File: src/common/adc_cfg_pkg.sv
// constants and types for the converter configuration register bank
// What this block does
// - bits 11 to 8 of the channel config word enable channels 3 to 0, each resetting to one.
// - bits 4:2 pick the oversampling ratio 128 to 8192 in powers of two, code 7 gives 16256, reset 011b.
// - bits 1:0 pick the power mode, 00b very-low-power, 01b low-power, 1xb high-resolution, reset 10b.
// - bits 14:12 of the gain word hold channel 3's gain code, 1 to 128 in powers of two, reset 000b.
// - bits 10:8 of the gain word hold channel 2's gain code with that encoding, reset 000b.
// - bits 6:4 of the gain word hold channel 1's gain code with that encoding, reset 000b.
// - bits 2:0 of the gain word hold channel 0's gain code, code 110b meaning 64, reset 000b.
// - the gain word sits at index 4h and resets to all zeros, unity gain everywhere.
// - the spare word at index 5h resets to zero and software writes only zeros to it; the bank still stores a nonzero write and sets the status flag.
// - the chop and current-detect word sits at index 6h and resets to 0600h.
// - the channel config word sits at index 3h and resets to 0F0Eh.
package adc_cfg_pkg;

  // register indexes; byte address is four times the index
  localparam logic [3:0] IDX_CHAN_RATE = 4'h3;
  localparam logic [3:0] IDX_AMP_GAIN = 4'h4;
  localparam logic [3:0] IDX_SPARE = 4'h5;
  localparam logic [3:0] IDX_CHOP_DETECT = 4'h6;
  localparam logic [3:0] IDX_STATUS = 4'h7;

  // reset values
  localparam logic [15:0] RST_CHAN_RATE = 16'h0f0e;
  localparam logic [15:0] RST_AMP_GAIN = 16'h0000;
  localparam logic [15:0] RST_SPARE = 16'h0000;
  localparam logic [15:0] RST_CHOP_DETECT = 16'h0600;

  // writable bits; top nibble of channel config is read-only zero
  localparam logic [15:0] WMASK_CHAN_RATE = 16'h0fff;
  localparam logic [15:0] WMASK_FULL = 16'hffff;

  // channel config fields
  localparam int CH_ON_LSB = 8;
  localparam int OSR_LSB = 2;
  localparam int PWR_LSB = 0;

  // gain field positions, channel n at GAIN_LSB_STEP*n
  localparam int GAIN_LSB_STEP = 4;
  localparam int NUM_CH = 4;

  // status word: sticky flag for a nonzero write to the spare word
  localparam int ST_SPARE_NZ = 0;

  // ratio for the top oversampling code
  localparam logic [13:0] OSR_TOP_RATIO = 14'h3f80;
  localparam logic [13:0] OSR_BASE_RATIO = 14'h0080;

  localparam logic [1:0] RESP_OKAY = 2'h0;
  localparam logic [1:0] RESP_SLVERR = 2'h2;

  typedef enum logic [1:0] {
    PM_VERY_LOW,
    PM_LOW,
    PM_HIGH_RES
  } power_mode_t;

  // decoded settings handed to the converter core
  typedef struct packed {
    logic [NUM_CH-1:0] channel_on;
    logic [13:0] oversampling_ratio;
    power_mode_t power_mode;
    logic [NUM_CH-1:0][7:0] amp_gain;
  } conv_ctrl_t;

endpackage

File: src/logic/adc_channel_gain_config_regs.sv
// axi4-lite register bank for channel, rate, gain and chop configuration
`timescale 1ns/1ns
`default_nettype none

module adc_channel_gain_config_regs #(
  parameter int ADDR_W = 5
)(
  // clock and reset
  input wire logic aclk,
  input wire logic aresetn,
  // write address channel
  input wire logic awvalid,
  output logic awready,
  input wire logic [ADDR_W-1:0] awaddr,
  input wire logic [2:0] awprot,
  // write data channel
  input wire logic wvalid,
  output logic wready,
  input wire logic [31:0] wdata,
  input wire logic [3:0] wstrb,
  // write response channel
  output logic bvalid,
  input wire logic bready,
  output logic [1:0] bresp,
  // read address channel
  input wire logic arvalid,
  output logic arready,
  input wire logic [ADDR_W-1:0] araddr,
  input wire logic [2:0] arprot,
  // read data channel
  output logic rvalid,
  input wire logic rready,
  output logic [31:0] rdata,
  output logic [1:0] rresp,
  // decoded settings for the converter core
  output adc_cfg_pkg::conv_ctrl_t conv_ctrl,
  // raw chop and current-detect word, decoded elsewhere
  output logic [15:0] chop_detect
);

  typedef struct packed {
    logic aw_held;
    logic [ADDR_W-1:0] aw_addr;
    logic w_held;
    logic [31:0] w_data;
    logic [3:0] w_strb;
    logic bvalid;
    logic [1:0] bresp;
    logic rvalid;
    logic [31:0] rdata;
    logic [1:0] rresp;
    logic [15:0] chan_rate;
    logic [15:0] amp_gain;
    logic [15:0] spare;
    logic [15:0] chop_detect;
    logic spare_nz;
    adc_cfg_pkg::conv_ctrl_t ctrl;
  } state_t;

  state_t cur;
  state_t next_cur;

  // byte lanes 0 and 1 carry the 16-bit registers; upper lanes ignored
  function automatic logic [15:0] merge(
    input logic [15:0] old,
    input logic [31:0] data,
    input logic [3:0] strb,
    input logic [15:0] wmask
  );
    logic [15:0] lanes;
    lanes = {{8{strb[1]}}, {8{strb[0]}}} & wmask;
    merge = (old & ~lanes) | (data[15:0] & lanes);
  endfunction

  function automatic logic [3:0] word_index(input logic [ADDR_W-1:0] a);
    logic [ADDR_W-3:0] w;
    w = a[ADDR_W-1:2];
    word_index = 4'(w);
  endfunction

  // ratio doubles per code from 128; the top code is not a power of two
  function automatic logic [13:0] osr_ratio(input logic [2:0] code);
    if (code == 3'h7)
      osr_ratio = adc_cfg_pkg::OSR_TOP_RATIO;
    else
      osr_ratio = adc_cfg_pkg::OSR_BASE_RATIO << code;
  endfunction

  function automatic adc_cfg_pkg::power_mode_t pwr_mode(
    input logic [1:0] code
  );
    case (code)
      2'h0: pwr_mode = adc_cfg_pkg::PM_VERY_LOW;
      2'h1: pwr_mode = adc_cfg_pkg::PM_LOW;
      default: pwr_mode = adc_cfg_pkg::PM_HIGH_RES;
    endcase
  endfunction

  // gain is two to the power of the code
  function automatic logic [7:0] gain_of(input logic [2:0] code);
    gain_of = 8'h01 << code;
  endfunction

  function automatic adc_cfg_pkg::conv_ctrl_t decode(
    input logic [15:0] chan_rate,
    input logic [15:0] amp_gain
  );
    adc_cfg_pkg::conv_ctrl_t c;
    c.channel_on = chan_rate[adc_cfg_pkg::CH_ON_LSB +: 4];
    c.oversampling_ratio =
      osr_ratio(chan_rate[adc_cfg_pkg::OSR_LSB +: 3]);
    c.power_mode = pwr_mode(chan_rate[adc_cfg_pkg::PWR_LSB +: 2]);
    for (int n = 0; n < adc_cfg_pkg::NUM_CH; n++)
    begin
      // ch3 14:12, ch2 10:8, ch1 6:4, ch0 2:0
      c.amp_gain[n] =
        gain_of(amp_gain[adc_cfg_pkg::GAIN_LSB_STEP*n +: 3]);
    end
    decode = c;
  endfunction

  logic take_aw;
  logic take_w;
  logic have_a;
  logic have_w;
  logic do_write;
  logic [3:0] w_idx;
  logic [31:0] w_dat;
  logic [3:0] w_stb;
  logic [15:0] spare_new;
  logic [3:0] r_idx;

  assign awready = !cur.aw_held && !cur.bvalid;
  assign wready = !cur.w_held && !cur.bvalid;
  assign arready = !cur.rvalid;

  always_comb
  begin
    next_cur = cur;
    take_aw = awvalid && awready;
    take_w = wvalid && wready;
    have_a = cur.aw_held || take_aw;
    have_w = cur.w_held || take_w;
    do_write = have_a && have_w && !cur.bvalid;
    w_idx = word_index(cur.aw_held ? cur.aw_addr : awaddr);
    w_dat = cur.w_held ? cur.w_data : wdata;
    w_stb = cur.w_held ? cur.w_strb : wstrb;
    spare_new = merge(cur.spare, w_dat, w_stb, adc_cfg_pkg::WMASK_FULL);
    r_idx = word_index(araddr);

    if (cur.bvalid && bready)
      next_cur.bvalid = 1'b0;
    if (take_aw)
    begin
      next_cur.aw_held = 1'b1;
      next_cur.aw_addr = awaddr;
    end
    if (take_w)
    begin
      next_cur.w_held = 1'b1;
      next_cur.w_data = wdata;
      next_cur.w_strb = wstrb;
    end

    if (do_write)
    begin
      next_cur.aw_held = 1'b0;
      next_cur.w_held = 1'b0;
      next_cur.bvalid = 1'b1;
      next_cur.bresp = adc_cfg_pkg::RESP_OKAY;
      case (w_idx)
        adc_cfg_pkg::IDX_CHAN_RATE:
          next_cur.chan_rate = merge(cur.chan_rate, w_dat, w_stb,
            adc_cfg_pkg::WMASK_CHAN_RATE);
        adc_cfg_pkg::IDX_AMP_GAIN:
          next_cur.amp_gain = merge(cur.amp_gain, w_dat, w_stb,
            adc_cfg_pkg::WMASK_FULL);
        adc_cfg_pkg::IDX_SPARE:
          next_cur.spare = spare_new;
        adc_cfg_pkg::IDX_CHOP_DETECT:
          next_cur.chop_detect = merge(cur.chop_detect, w_dat, w_stb,
            adc_cfg_pkg::WMASK_FULL);
        adc_cfg_pkg::IDX_STATUS:
        begin
          // write one to clear; a fresh set below still wins
          if (w_stb[0] && w_dat[adc_cfg_pkg::ST_SPARE_NZ])
            next_cur.spare_nz = 1'b0;
        end
        default:
          next_cur.bresp = adc_cfg_pkg::RESP_SLVERR;
      endcase
      // software owes zeros here; record any lapse for diagnosis
      if (w_idx == adc_cfg_pkg::IDX_SPARE && spare_new != 16'h0000)
        next_cur.spare_nz = 1'b1;
    end

    if (cur.rvalid && rready)
      next_cur.rvalid = 1'b0;
    if (arvalid && arready)
    begin
      next_cur.rvalid = 1'b1;
      next_cur.rresp = adc_cfg_pkg::RESP_OKAY;
      next_cur.rdata = 32'h0000_0000;
      case (r_idx)
        adc_cfg_pkg::IDX_CHAN_RATE:
          next_cur.rdata[15:0] = cur.chan_rate;
        adc_cfg_pkg::IDX_AMP_GAIN:
          next_cur.rdata[15:0] = cur.amp_gain;
        adc_cfg_pkg::IDX_SPARE:
          next_cur.rdata[15:0] = cur.spare;
        adc_cfg_pkg::IDX_CHOP_DETECT:
          next_cur.rdata[15:0] = cur.chop_detect;
        adc_cfg_pkg::IDX_STATUS:
          next_cur.rdata[adc_cfg_pkg::ST_SPARE_NZ] = cur.spare_nz;
        default:
          next_cur.rresp = adc_cfg_pkg::RESP_SLVERR;
      endcase
    end

    // settings are decoded from the next register values, so they change on the same edge as the registers
    next_cur.ctrl = decode(next_cur.chan_rate, next_cur.amp_gain);
  end

  always_ff @(posedge aclk)
  begin
    if (!aresetn)
    begin
      cur.aw_held <= 1'b0;
      cur.aw_addr <= '0;
      cur.w_held <= 1'b0;
      cur.w_data <= 32'h0000_0000;
      cur.w_strb <= 4'h0;
      cur.bvalid <= 1'b0;
      cur.bresp <= adc_cfg_pkg::RESP_OKAY;
      cur.rvalid <= 1'b0;
      cur.rdata <= 32'h0000_0000;
      cur.rresp <= adc_cfg_pkg::RESP_OKAY;
      cur.chan_rate <= adc_cfg_pkg::RST_CHAN_RATE;
      cur.amp_gain <=
        adc_cfg_pkg::RST_AMP_GAIN;
      cur.spare <= adc_cfg_pkg::RST_SPARE;
      cur.chop_detect <= adc_cfg_pkg::RST_CHOP_DETECT;
      cur.spare_nz <= 1'b0;
      cur.ctrl <= decode(adc_cfg_pkg::RST_CHAN_RATE,
        adc_cfg_pkg::RST_AMP_GAIN);
    end
    else
    begin
      cur <= next_cur;
    end
  end

  assign bvalid = cur.bvalid;
  assign bresp = cur.bresp;
  assign rvalid = cur.rvalid;
  assign rdata = cur.rdata;
  assign rresp = cur.rresp;
  assign conv_ctrl = cur.ctrl;
  assign chop_detect = cur.chop_detect;

endmodule

`default_nettype wire

File: config.mk
export PLATFORM = sky130hd
export DESIGN_NAME = adc_channel_gain_config_regs
export DESIGN_NICKNAME = d
export VERILOG_FILES = /design/src/common/adc_cfg_pkg.sv /design/src/logic/adc_channel_gain_config_regs.sv
export SDC_FILE = /design/constraint.sdc
export NUM_CORES = 1
export LEC_CHECK = 0
export BUFFER_PORTS_ARGS = -buffer_cell sky130_fd_sc_hd__buf_2
export CORE_ASPECT_RATIO = 0.7
export CORE_MARGIN = 8
export CORE_UTILIZATION = 59
export CTS_CLUSTER_SIZE = 16
export DETAILED_ROUTE_END_ITERATION = 8
export HOLD_SLACK_MARGIN = 0.06
export PLACE_DENSITY = 0.86
export SKIP_LAST_GASP = 1
export SYNTH_ARGS = -nofsm -noshare
export SYNTH_HDL_FRONTEND = slang
export SYNTH_SLANG_ARGS = --single-unit
File: constraint.sdc
create_clock -name aclk -period 3.5 [get_ports aclk]
set_input_delay 0.875 -clock aclk [delete_from_list [all_inputs] [get_ports aclk]]
set_output_delay 0.875 -clock aclk [all_outputs]
set_load 0.01 [all_outputs]
## Yosys cells after proc, flatten, opt, wreduce, memory -nomap -nowiden

Index checks and enable logic that the tools add are counted.

| cells by class | value |
|---|---|
| equal/unequal tests | 12 |
| shift operators | 5 |
| mux-type cells | 21 |
| bitwise operators | 13 |
| reductions and logical operators | 32 |

Operator list:

| cell | number |
|---|---|
| $and A16 B16 Y16 | 5 |
| $mux W16 | 4 |
| $or A16 B16 Y16 | 4 |
| $mux W61 | 1 |
| $pmux W15 S4 | 1 |
| $mux W35 | 1 |
| $shl A1 B3 Y8 const A | 4 |
| $eq A3 B3 Y1 const B | 9 |
| $and A16 B12 Y16 | 1 |
| $not A12 Y16 | 1 |
| $not A16 Y16 | 1 |
| $reduce_bool A16 Y1 | 1 |
| $mux W14 | 1 |
| $shl A8 B3 Y14 const A | 1 |
| $mux W12 | 1 |
| $logic_and A1 B1 Y1 | 11 |
| $reduce_or A5 Y1 | 2 |
| $reduce_and A2 Y1 | 4 |
| $reduce_bool A2 Y1 | 4 |
| $eq A3 B2 Y1 const B | 2 |
| $mux W2 | 3 |
| $mux W1 | 5 |
| $mux W5 | 1 |
| $pmux W1 S5 | 1 |
| 9 further kinds | 14 |

| storage, ports and cells | value |
|---|---|
| flip-flop bits (word level) | 164 |
| input port bits | 59 |
| output and inout port bits | 109 |
| logic and storage cells | 108 |

## Longest topological paths before layout

Gate-level depths: netlist of run 1.

| logic depth | value |
|---|---|
| depth after elaboration | 10 |
| mapped depth | 9 |
| depth with buffers taken out | 6 |

## Least setup slack after synthesis of run 1

OpenSTA, ideal clock, no wires.

| timing path | value |
|---|---|
| kind | in2reg |
| from | input port awaddr[4] |
| to | register cur, in the netlist conv_ctrl[41] |
| setup time | 0.121 ns |
| data arrival time | 2.322 ns |
| required time | 3.379 ns |
| slack | 1.058 ns |
| stages | 5 |
| buffers on the path | 0 |
| cells stage by stage | nand4bb_1 > a2111oi_4 > mux2i_1 > or2_1 > o22ai_1 |

| between the ends | value |
|---|---|
| longest elaborated chain between the ends | 6 |
| elaborated cells on any way between the ends | 7 |
| classes of those cells | eq/ne (2); shift (1); mux (4) |

Ends and longest elaborated chain:

| item | RTL line | source |
|---|---|---|
| from (decl) | adc_channel_gain_config_regs.sv:14 | `input wire logic [ADDR_W-1:0] awaddr,` |
| $mux W5 (*) | adc_channel_gain_config_regs.sv:145 | `w_idx = word_index(cur.aw_held ? cur.aw_addr : awaddr);` |
| $eq A3 B2 Y1 (*) | n/a |  |
| $mux W12 (*) | adc_channel_gain_config_regs.sv:171 | `case (w_idx)` |
| $mux W61 (*) | adc_channel_gain_config_regs.sv:165 | `if (do_write)` |
| $shl A8 B3 Y14 or $eq A3 B3 Y1 (tied branches) | adc_channel_gain_config_regs.sv:86, adc_channel_gain_config_regs.sv:83 |  |
| $mux W14 (*) | adc_channel_gain_config_regs.sv:83 | `if (code == 3'h7)` |
| to (signal assigned) | adc_channel_gain_config_regs.sv:249 | `cur <= next_cur;` |
| to (decl) | adc_channel_gain_config_regs.sv:60 | `state_t cur;` |

Mark *: on every way between the ends. The rest lies on a longest branch, timed or not.
A chain may end at the register's enable or synchronous reset.

## Worst setup path in the final report of run 1

| timing path | value |
|---|---|
| from | register cur[191] (netlist bit) |
| to | output port wready |

| between the ends | value |
|---|---|
| longest elaborated chain between the ends | 2 |

Ends and longest elaborated chain:

| item | RTL line | source |
|---|---|---|
| $logic_not A1 Y1 | adc_channel_gain_config_regs.sv:134 | `assign wready = !cur.w_held && !cur.bvalid;` |
| $logic_and A1 B1 Y1 | adc_channel_gain_config_regs.sv:134 |  |
| to (decl) | adc_channel_gain_config_regs.sv:18 | `output logic wready,` |

Every way passes these cells.

==> impl_metrics.csv, run 1 <==
group,metric,value,unit
setup_path,worstPathRequired,2620,ps
worst_hold_path,min_path_type,"reg2reg",
synth,synth-edff-count,0,
synth,synth_top_area_cell,"dfxtp_1",
grt,grt_pass1_wl,28.65,mm
synth,synth-seq-area-share,39.34,%
floorplanning,dieArea,0.01640,mm^2
timing,finalSetupViolCount,0,
final_layout,final_core_util,65.12,%
synth,syn_inst,847,
final_layout,nNetsFinal,925,
route,drtIter0Drc,461,
route,wl,17.97,mm
pwr,power_switching,0.001054,W
route,drc,0,
setup_path,r2r-start,"cur[191]",
pwr,intPower,0.003091,W
clock_network,ctsResizeCount,0,
route,viasPerCell,5.555,
pwr,swShare,25.42,%
clock_network,htreeDepth,4,
placement,gp_congestion,0.8913,
setup_path,cp_num_buf_inv,2,
timing,finalCriticalPeriod,2708,ps
route,ant_nets,0,
final_layout,stdcell_area,0.008006,mm^2
setup_path,timing_worst_setup_path_type,"reg2out",
grt,grt_max_degree,50,
route,drt_first_pass_iters,5,
floorplanning,die_h,109.6,um
clock_network,ctsHoldBuffers,0,
run_status,status,"complete, no violations",
pwr,irDropWorstVdd,0.4054,mV
worst_hold_path,hp-start,"cur[173]",
route,dr_total_vias,5783,
setup_path,crit_family,"flip-flops",
setup_path,crit_path_cell_trace,"buf_4 > nor2_1 > buf_2",
setup_path,critPathLaunch,"cur[191]",
placement,portBuffers,114,
timing,tightest_slew,788.0,ps
clock_network,cts_root_buffer,"clkbuf_16",
final_layout,register_area,0.002904,mm^2
clock_network,clk_latency,420,ps
setup_path,worstPathMaxFanout,34,
synth,avgSynthCellArea,8.713,um^2
pwr,finalPower,0.004144,W
clock_network,post_cts_buffers,0,
synth,yosys_register_bits,145,
synth,synth_top_flop_cell,"dfxtp_1",
clock_network,clk_pin_slew_worst_paths,60,ps
final_layout,layout_common_cells,"dfxtp_1, buf_2, nand2_1",
setup_path,end_kind,"output pin",
timing,relSlewSlack,47.47,%
pwr,p_clk_share,46.4,%
floorplanning,die_width,149.7,um
timing,fmax,369.3,MHz
synth,async_flop_share,0,%
placement,place_area,0.007378,mm^2
timing,layout_worst_path_cycle_share,77.36,%
grt,grt_overflow,0,
synth,synth_top_area_share,39.34,%
final_layout,fill_cells,1017,
pwr,leakagePower,3.457,nW
synth,synth_warnings,0,
synth,synth_area_leaders,"dfxtp_1, buf_4, mux2i_1",
grt,grt_pass1_vias,5630,
setup_path,worstPathArrival,1830,ps
timing,slew_violations,0,
timing,rsz0062_at_grt,"no",
synth,yosysUniqueCellTypes,55,
floorplanning,rows,34,
final_layout,final_layout_size_suffix_gt1_share,20.96,%
timing,setup_tns,0,ps
placement,hpwl,12.84,mm
clock_network,cts.sinks,145,
pwr,p_per_area,517.6,mW/mm^2
clock_network,cts_inserted_buffers,17,
pwr,power_frac_comb,11.1,%
setup_path,timing.critical_path.slowest_cell_delay,650,ps
final_layout,multi_input_area,0.003535,mm^2
grt,grt_antenna_before_repair,1,
floorplanning,core_area,0.01229,mm^2
setup_path,critPathSlowestCell,"dfxtp_2",
floorplanning,start_util,60.02,%
flow_run,cap_violations,0,
timing,hold_viol_final,0,
setup_path,critPathLaunchType,"flop",
clock_network,cts.path.max_buffers,2,
final_layout,layout_commonest_cell,"dfxtp_1",
floorplanning,pin_count,168,
timing,skew,10.20,ps
clock_network,cts_tree,"done",
pwr,p_seq_share,42.5,%
synth,netlist_area,0.007380,mm^2
route,wl_per_cell,17.26,um
grt,grt_use_total,21.92,%
final_layout,area_delta_synth_final,8.494,%
==> final cells by class <==
| class | instances | area share, % |
|---|---|---|
| well taps | 162 | 2.532 |
| inverters | 9 | 0.4219 |
| multi-input cells | 563 | 44.15 |
| repair buffers | 130 | 8.783 |
| clock inverters | 12 | 2.282 |
| clock buffers | 19 | 5.532 |
| diodes | 1 | 0.03125 |
| flip-flops and latches | 145 | 36.27 |
==> routing by layer <==
metal | global-route usage [%] | part of all wire, %
met3 | 6.086 | 8.1
met5 | 0 | 0
met2 | 36.19 | 47
met1 | 27.26 | 43
met4 | 7.747 | 1.8
==> synth_stat cells (16+ instances only) <==
library cell and n:
nor3b_1 30, a21oi_1 26, a21boi_0 20, buf_4 110, nor2b_1 41, nand2_1 106
mux2i_1 74, o21ai_0 48, dfxtp_1 145, nor2_1 66, and2_1 16, clkbuf_1 35
==> cell families after synthesis <==
| kind of cell | Yosys count | synth area share (%) |
|---|---|---|
| multiplexers | 87 | 12.05 |
| AO/OA/AOI/OAI | 150 | 13.72 |
| buffers and inverters | 163 | 13.99 |
| flip-flops | 145 | 39.34 |
| XOR/XNOR | 2 | 0.2374 |
| other | 1 | 0.05082 |
| AND/OR/NAND/NOR | 299 | 20.62 |
==> tightest hold or removal path: cells and delay by family, from the launching register on <==
family / cells / cell delay (ps)
DFF: 1 / 310
AOI/OAI and AO/OA: 1 / 70
and+or+nand+nor: 1 / 50
==> final timing paths <==
check | cells past startpoint | end | slack (ps)
worst max-delay path | 3 | wready | 790
worst min-delay path | 2 | cur[173] | 480
worst max register to register | 7 | conv_ctrl[8] | 820
worst min register to register | 2 | cur[173] | 480
==> power groups by stage <==
stage | registers, W | logic (W) | clock network, W
global placement | 0.00179 | 0.000439 | 0
floorplan | 0.00177 | 0.000382 | 0
detailed placement | 0.00180 | 0.000450 | 0
global route | 0.00177 | 0.000502 | 0.00201
CTS | 0.00176 | 0.000456 | 0.00194
finish | 0.00176 | 0.000461 | 0.00192
==> through the flow <==
| step | setup WS, ps | cells | hold slack, ps |
|---|---|---|---|
| global route | 628.1 | 1041 | 499.9 |
| global placement | 557.1 | 1009 | 447.7 |
| floorplan | 1058 | 871 | 437.7 |
| finish | 792.5 | 1041 | 478.6 |
| CTS | 802.2 | 1040 | 481.9 |
| detailed placement | 479.8 | 1009 | 475.8 |
Power figures use the tool's default switching activity.
==> run 2: changes to the inputs <==
CORE_UTILIZATION = 55   (was 59)
PLACE_DENSITY = 0.81   (was 0.86)
clock period = 2.8 ns   (was 3.5 ns; I/O delays follow)
==> impl_metrics.csv, run 2 (synthesis gave the netlist of run 1 again) <==
group,metric,value,unit
final_layout,final_core_util,61.34,%
timing,rsz0062_at_grt,"no",
timing,skew,5.907,ps
timing,tightest_slew,1256,ps
final_layout,stdcell_area,0.008059,mm^2
setup_path,rrSetupSlack,460,ps
route,drt_first_pass_iters,5,
final_layout,layout_commonest_cell,"dfxtp_1",
grt,grt_max_degree,56,
final_layout,fill_cells,1144,
placement,hpwl,13.03,mm
route,viasPerCell,5.500,
setup_path,r2r-start,"cur[191]",
pwr,irDropWorstVdd,0.3882,mV
grt,grt_pass1_wl,28.81,mm
flow_run,cap_violations,0,
floorplanning,dieArea,0.01744,mm^2
setup_path,worstPathArrival,2710,ps
final_layout,layout_common_cells,"dfxtp_1, buf_2, nand2_1",
clock_network,cts_tree,"done",
timing,slew_violations,0,
worst_hold_path,hold_depth,2,
timing,setup_tns,0,ps
placement,gp_congestion,0.8541,
placement,portBuffers,114,
route,drtIter0Drc,481,
setup_path,worstPathRequired,3170,ps
placement,place_area,0.007453,mm^2
timing,finalCriticalPeriod,2338,ps
clock_network,cts.sinks,145,
clock_network,htreeDepth,4,
setup_path,worstPathMaxFanout,22,
timing,relSlewSlack,16.11,%
clock_network,clk_latency,420,ps
clock_network,clk_pin_slew_worst_paths,70,ps
worst_hold_path,min_path_type,"reg2reg",
floorplanning,core_area,0.01314,mm^2
grt,grt_use_total,20.48,%
timing,hold_viol_final,0,
floorplanning,start_util,56.17,%
final_layout,area_delta_synth_final,9.207,%
route,ant_nets,0,
final_layout,nNetsFinal,936,
route,drc,0,
pwr,p_per_area,632.3,mW/mm^2
floorplanning,die_h,112.9,um
clock_network,post_cts_buffers,0,
placement,place_ws,217.9,ps
setup_path,critPathLaunch,"cur[191]",
setup_path,critPathLaunchType,"flop",
run_status,status,"complete, no violations",
grt,grt_antenna_before_repair,2,
route,dr_total_vias,5813,
route,wl_per_cell,17.03,um
clock_network,cts_root_buffer,"clkbuf_16",
timing,fin_ws,461.9,ps
grt,grt_pass1_vias,5514,
floorplanning,pin_count,168,
clock_network,ctsHoldBuffers,0,
setup_path,crit_end,"conv_ctrl[8]",
clock_network,ctsResizeCount,0,
floorplanning,die_width,154.4,um
grt,grt_overflow,0,
timing,finalSetupViolCount,0,
floorplanning,rows,35,
pwr,leakagePower,3.502,nW
setup_path,r2r_cells,8,
setup_path,end_kind,"flop",
clock_network,cts.path.max_buffers,2,
route,wl,18.00,mm
setup_path,timing_worst_setup_path_type,"reg2reg",
setup_path,r2r-end,"conv_ctrl[8]",
timing,fmax,427.7,MHz
clock_network,cts_inserted_buffers,17,
final_layout,final_layout_size_suffix_gt1_share,22.13,%
timing,layout_worst_path_cycle_share,83.51,%
-- run 2: changes by cell type in the layout (fill, tap and decap cells not counted), sizes merged --
cell / before / now
bufinv: 4 / 2
inv: 10 / 15
clkinv: 4 / 5
clkbuf: 19 / 17
clkinvlp: 3 / 2
buf: 130 / 141
-- run 2: layout make-up --
cell class	instances	area, um^2	share of cell area [%]
antenna	1	2.502	0.03105
sequential	145	2904	36.03
inverter	9	33.78	0.4192
timing repair buffer	141	773.2	9.595
multi-input combinational	563	3535	43.86
tap	166	207.7	2.577
clock inverter	15	177.7	2.205
clock buffer	17	425.4	5.279
-- run 2: per-layer routing --
metal  up-vias  share of wire [%]  global-route usage [%]
li1       2828                  -                       -
met1      2754                 45                   25.80
met2       202                 46                   33.46
met3        27                7.6                   5.674
met4         2                1.4                   6.571
met5         -              0.056                       0
-- run 2: worst max-delay path: stages (launching register included) --
cell      delay [ps]
dfxtp_2          360
buf_4            260
mux2i_1          310
nor4_2            70
buf_4            180
and2_1           150
buf_4            200
a21boi_0         520
a21bo_2          230
-- run 2: power breakdown --
part | switching, W | internal, W | total, W
sequential | 0.0000572 | 0.00213 | 0.00219
clock | 0.000970 | 0.00134 | 0.00231
combinational | 0.000367 | 0.000229 | 0.000596
total | 0.00139 | 0.00370 | 0.00510
-- run 2: through the flow --
| stage | cells | power [W] | hold WS (ps) |
|---|---|---|---|
| 2_1_floorplan | 871 | 0.002688 | 437.7 |
| 3_3_place_gp | 1024 | 0.002802 | 446.4 |
| 3_5_place_dp | 1024 | 0.002814 | 469.9 |
| 4_1_cts | 1056 | 0.005116 | 478.7 |
| 5_1_grt | 1057 | 0.005271 | 500.5 |
| 6_report | 1057 | 0.005096 | 477.1 |
-- run 2: worst min-delay path by stage --
stage,startpoint,endpoint
3_3_place_gp,cur[162],cur[162]
3_5_place_dp,cur[171],cur[171]
5_1_grt,cur[165],cur[165]
4_1_cts,cur[171],cur[171]
2_1_floorplan,cur[52],cur[52]
6_report,cur[162],cur[162]
==> run 3: changes to the inputs <==
CORE_UTILIZATION = 49   (was 55)
PLACE_DENSITY = 0.76   (was 0.81)
clock period = 2.1 ns   (was 2.8 ns; I/O delays follow)
==> impl_metrics.csv, run 3 (synthesis gave the netlist of run 1 again) <==
group,metric,value,unit
final_layout,layout_common_cells,"dfxtp_1, buf_2, nand2_1",
route,drc,0,
timing,layout_worst_path_cycle_share,93.62,%
setup_path,end_kind,"flop",
grt,grt_antenna_before_repair,0,
route,wl_per_cell,16.61,um
setup_path,worstPathRequired,2400,ps
grt,grt_pass1_wl,30.36,mm
clock_network,clk_latency,420,ps
setup_path,worstPathMaxFanout,21,
final_layout,stdcell_area,0.008537,mm^2
route,drt_first_pass_iters,4,
final_layout,layout_commonest_cell,"dfxtp_1",
final_layout,final_layout_size_suffix_gt1_share,26.10,%
timing,rsz0062_at_grt,"yes",
grt,grt_max_degree,67,
timing,skew,8.875,ps
final_layout,nNetsFinal,981,
final_layout,area_delta_synth_final,15.68,%
final_layout,n_antenna_cell,0,
route,drtIter0Drc,413,
timing,fmax,508.6,MHz
floorplanning,rows,37,
placement,hpwl,13.72,mm
timing,setup_tns,0,ps
placement,place_area,0.007878,mm^2
route,wl,18.77,mm
setup_path,critPathLaunchType,"flop",
timing,finalCriticalPeriod,1966,ps
placement,gp_congestion,0.8953,
route,viasPerCell,5.284,
route,dr_total_vias,5971,
clock_network,htreeDepth,4,
timing,finalSetupViolCount,0,
setup_path,timing_worst_setup_path_type,"reg2reg",
floorplanning,core_area,0.01472,mm^2
timing,hold_ws,358.4,ps
pwr,leakagePower,3.766,nW
clock_network,cts_tree,"done",
placement,portBuffers,114,
timing,tightest_slew,587.6,ps
pwr,p_per_area,834.9,mW/mm^2
timing,hold_viol_final,0,
clock_network,cts.path.max_buffers,2,
worst_hold_path,min_path_type,"in2reg",
clock_network,cts_root_buffer,"clkbuf_16",
timing,relSlewSlack,60.73,%
floorplanning,pin_count,168,
grt,grt_use_total,19.35,%
grt,grt_pass1_vias,5822,
final_layout,fill_cells,1303,
run_status,status,"complete, no violations",
clock_network,post_cts_buffers,0,
grt,grt_overflow,0,
route,ant_nets,0,
floorplanning,dieArea,0.01931,mm^2
flow_run,cap_violations,0,
pwr,irDropWorstVdd,0.5640,mV
floorplanning,die_h,118.7,um
setup_path,worstPathArrival,2270,ps
clock_network,cts.sinks,145,
floorplanning,start_util,50.13,%
floorplanning,die_width,162.7,um
clock_network,clk_pin_slew_worst_paths,70,ps
timing,slew_violations,0,
clock_network,cts_inserted_buffers,17,
run 3: final timing paths:
| kind | from | end | slack [ps] | depth (start not counted) |
|---|---|---|---|---|
| worst max-delay path | cur[191] | cur[52] | 130 | 6 |
| worst min-delay path | arvalid | rvalid | 360 | 2 |
| worst max register to register | cur[191] | cur[52] | 130 | 6 |
| worst min register to register | cur[162] | cur[162] | 470 | 2 |
run 3: area by class of cell:
cell class | instances | area [um^2] | share of cell area (%)
multi-input cells | 563 | 3550 | 41.58
flip-flops and latches | 145 | 2905 | 34.03
repair buffers | 186 | 1161 | 13.60
clock buffers | 19 | 442.9 | 5.188
well taps | 195 | 244.0 | 2.858
clock inverters | 13 | 200.2 | 2.345
inverters | 9 | 33.78 | 0.3957
run 3: routing by layer:
layer | wire length [um] | track usage (%) | share of wire, %
met1 | 8542 | 25.27 | 46
met2 | 8553 | 30.95 | 46
met3 | 1269 | 4.092 | 6.8
met4 | 406 | 7.086 | 2.2
met5 | 0 | 0 | 0
run 3: metrics by stage:
step / setup slack (ps) / util (%) / power (W) / cells
global route: 1.038 / 57.99 / 0.007367 / 1130
floorplan: 7.530 / - / 0.003583 / 871
detailed placement: -121.6 / 53.51 / 0.003847 / 1098
CTS: 72.12 / 57.88 / 0.007143 / 1130
finish: 133.9 / 57.99 / 0.007128 / 1130
global placement: -52.38 / 53.51 / 0.003831 / 1098
run 3: power breakdown:
part	internal, W	switching (W)	total [W]
Sequential	0.00284	0.0000705	0.00291
Clock	0.00205	0.00127	0.00332
Combinational	0.000379	0.000521	0.000900
Total	0.00527	0.00186	0.00713
run 3: repair_timing:
| action | in CTS | in global routing |
|---|---|---|
| endpoints found under the setup margin | 0 | 16 |
| hold buffers | 0 | 0 |
| resized for setup | 0 | 4 |
| hold endpoints to repair | 0 | 0 |
run 3: worst max-delay path: stages (launching register included):
cell	delay (ps)
dfxtp_2	420
buf_4	300
buf_4	250
a21oi_1	110
or4_1	470
nor4_2	170
o21ai_0	110
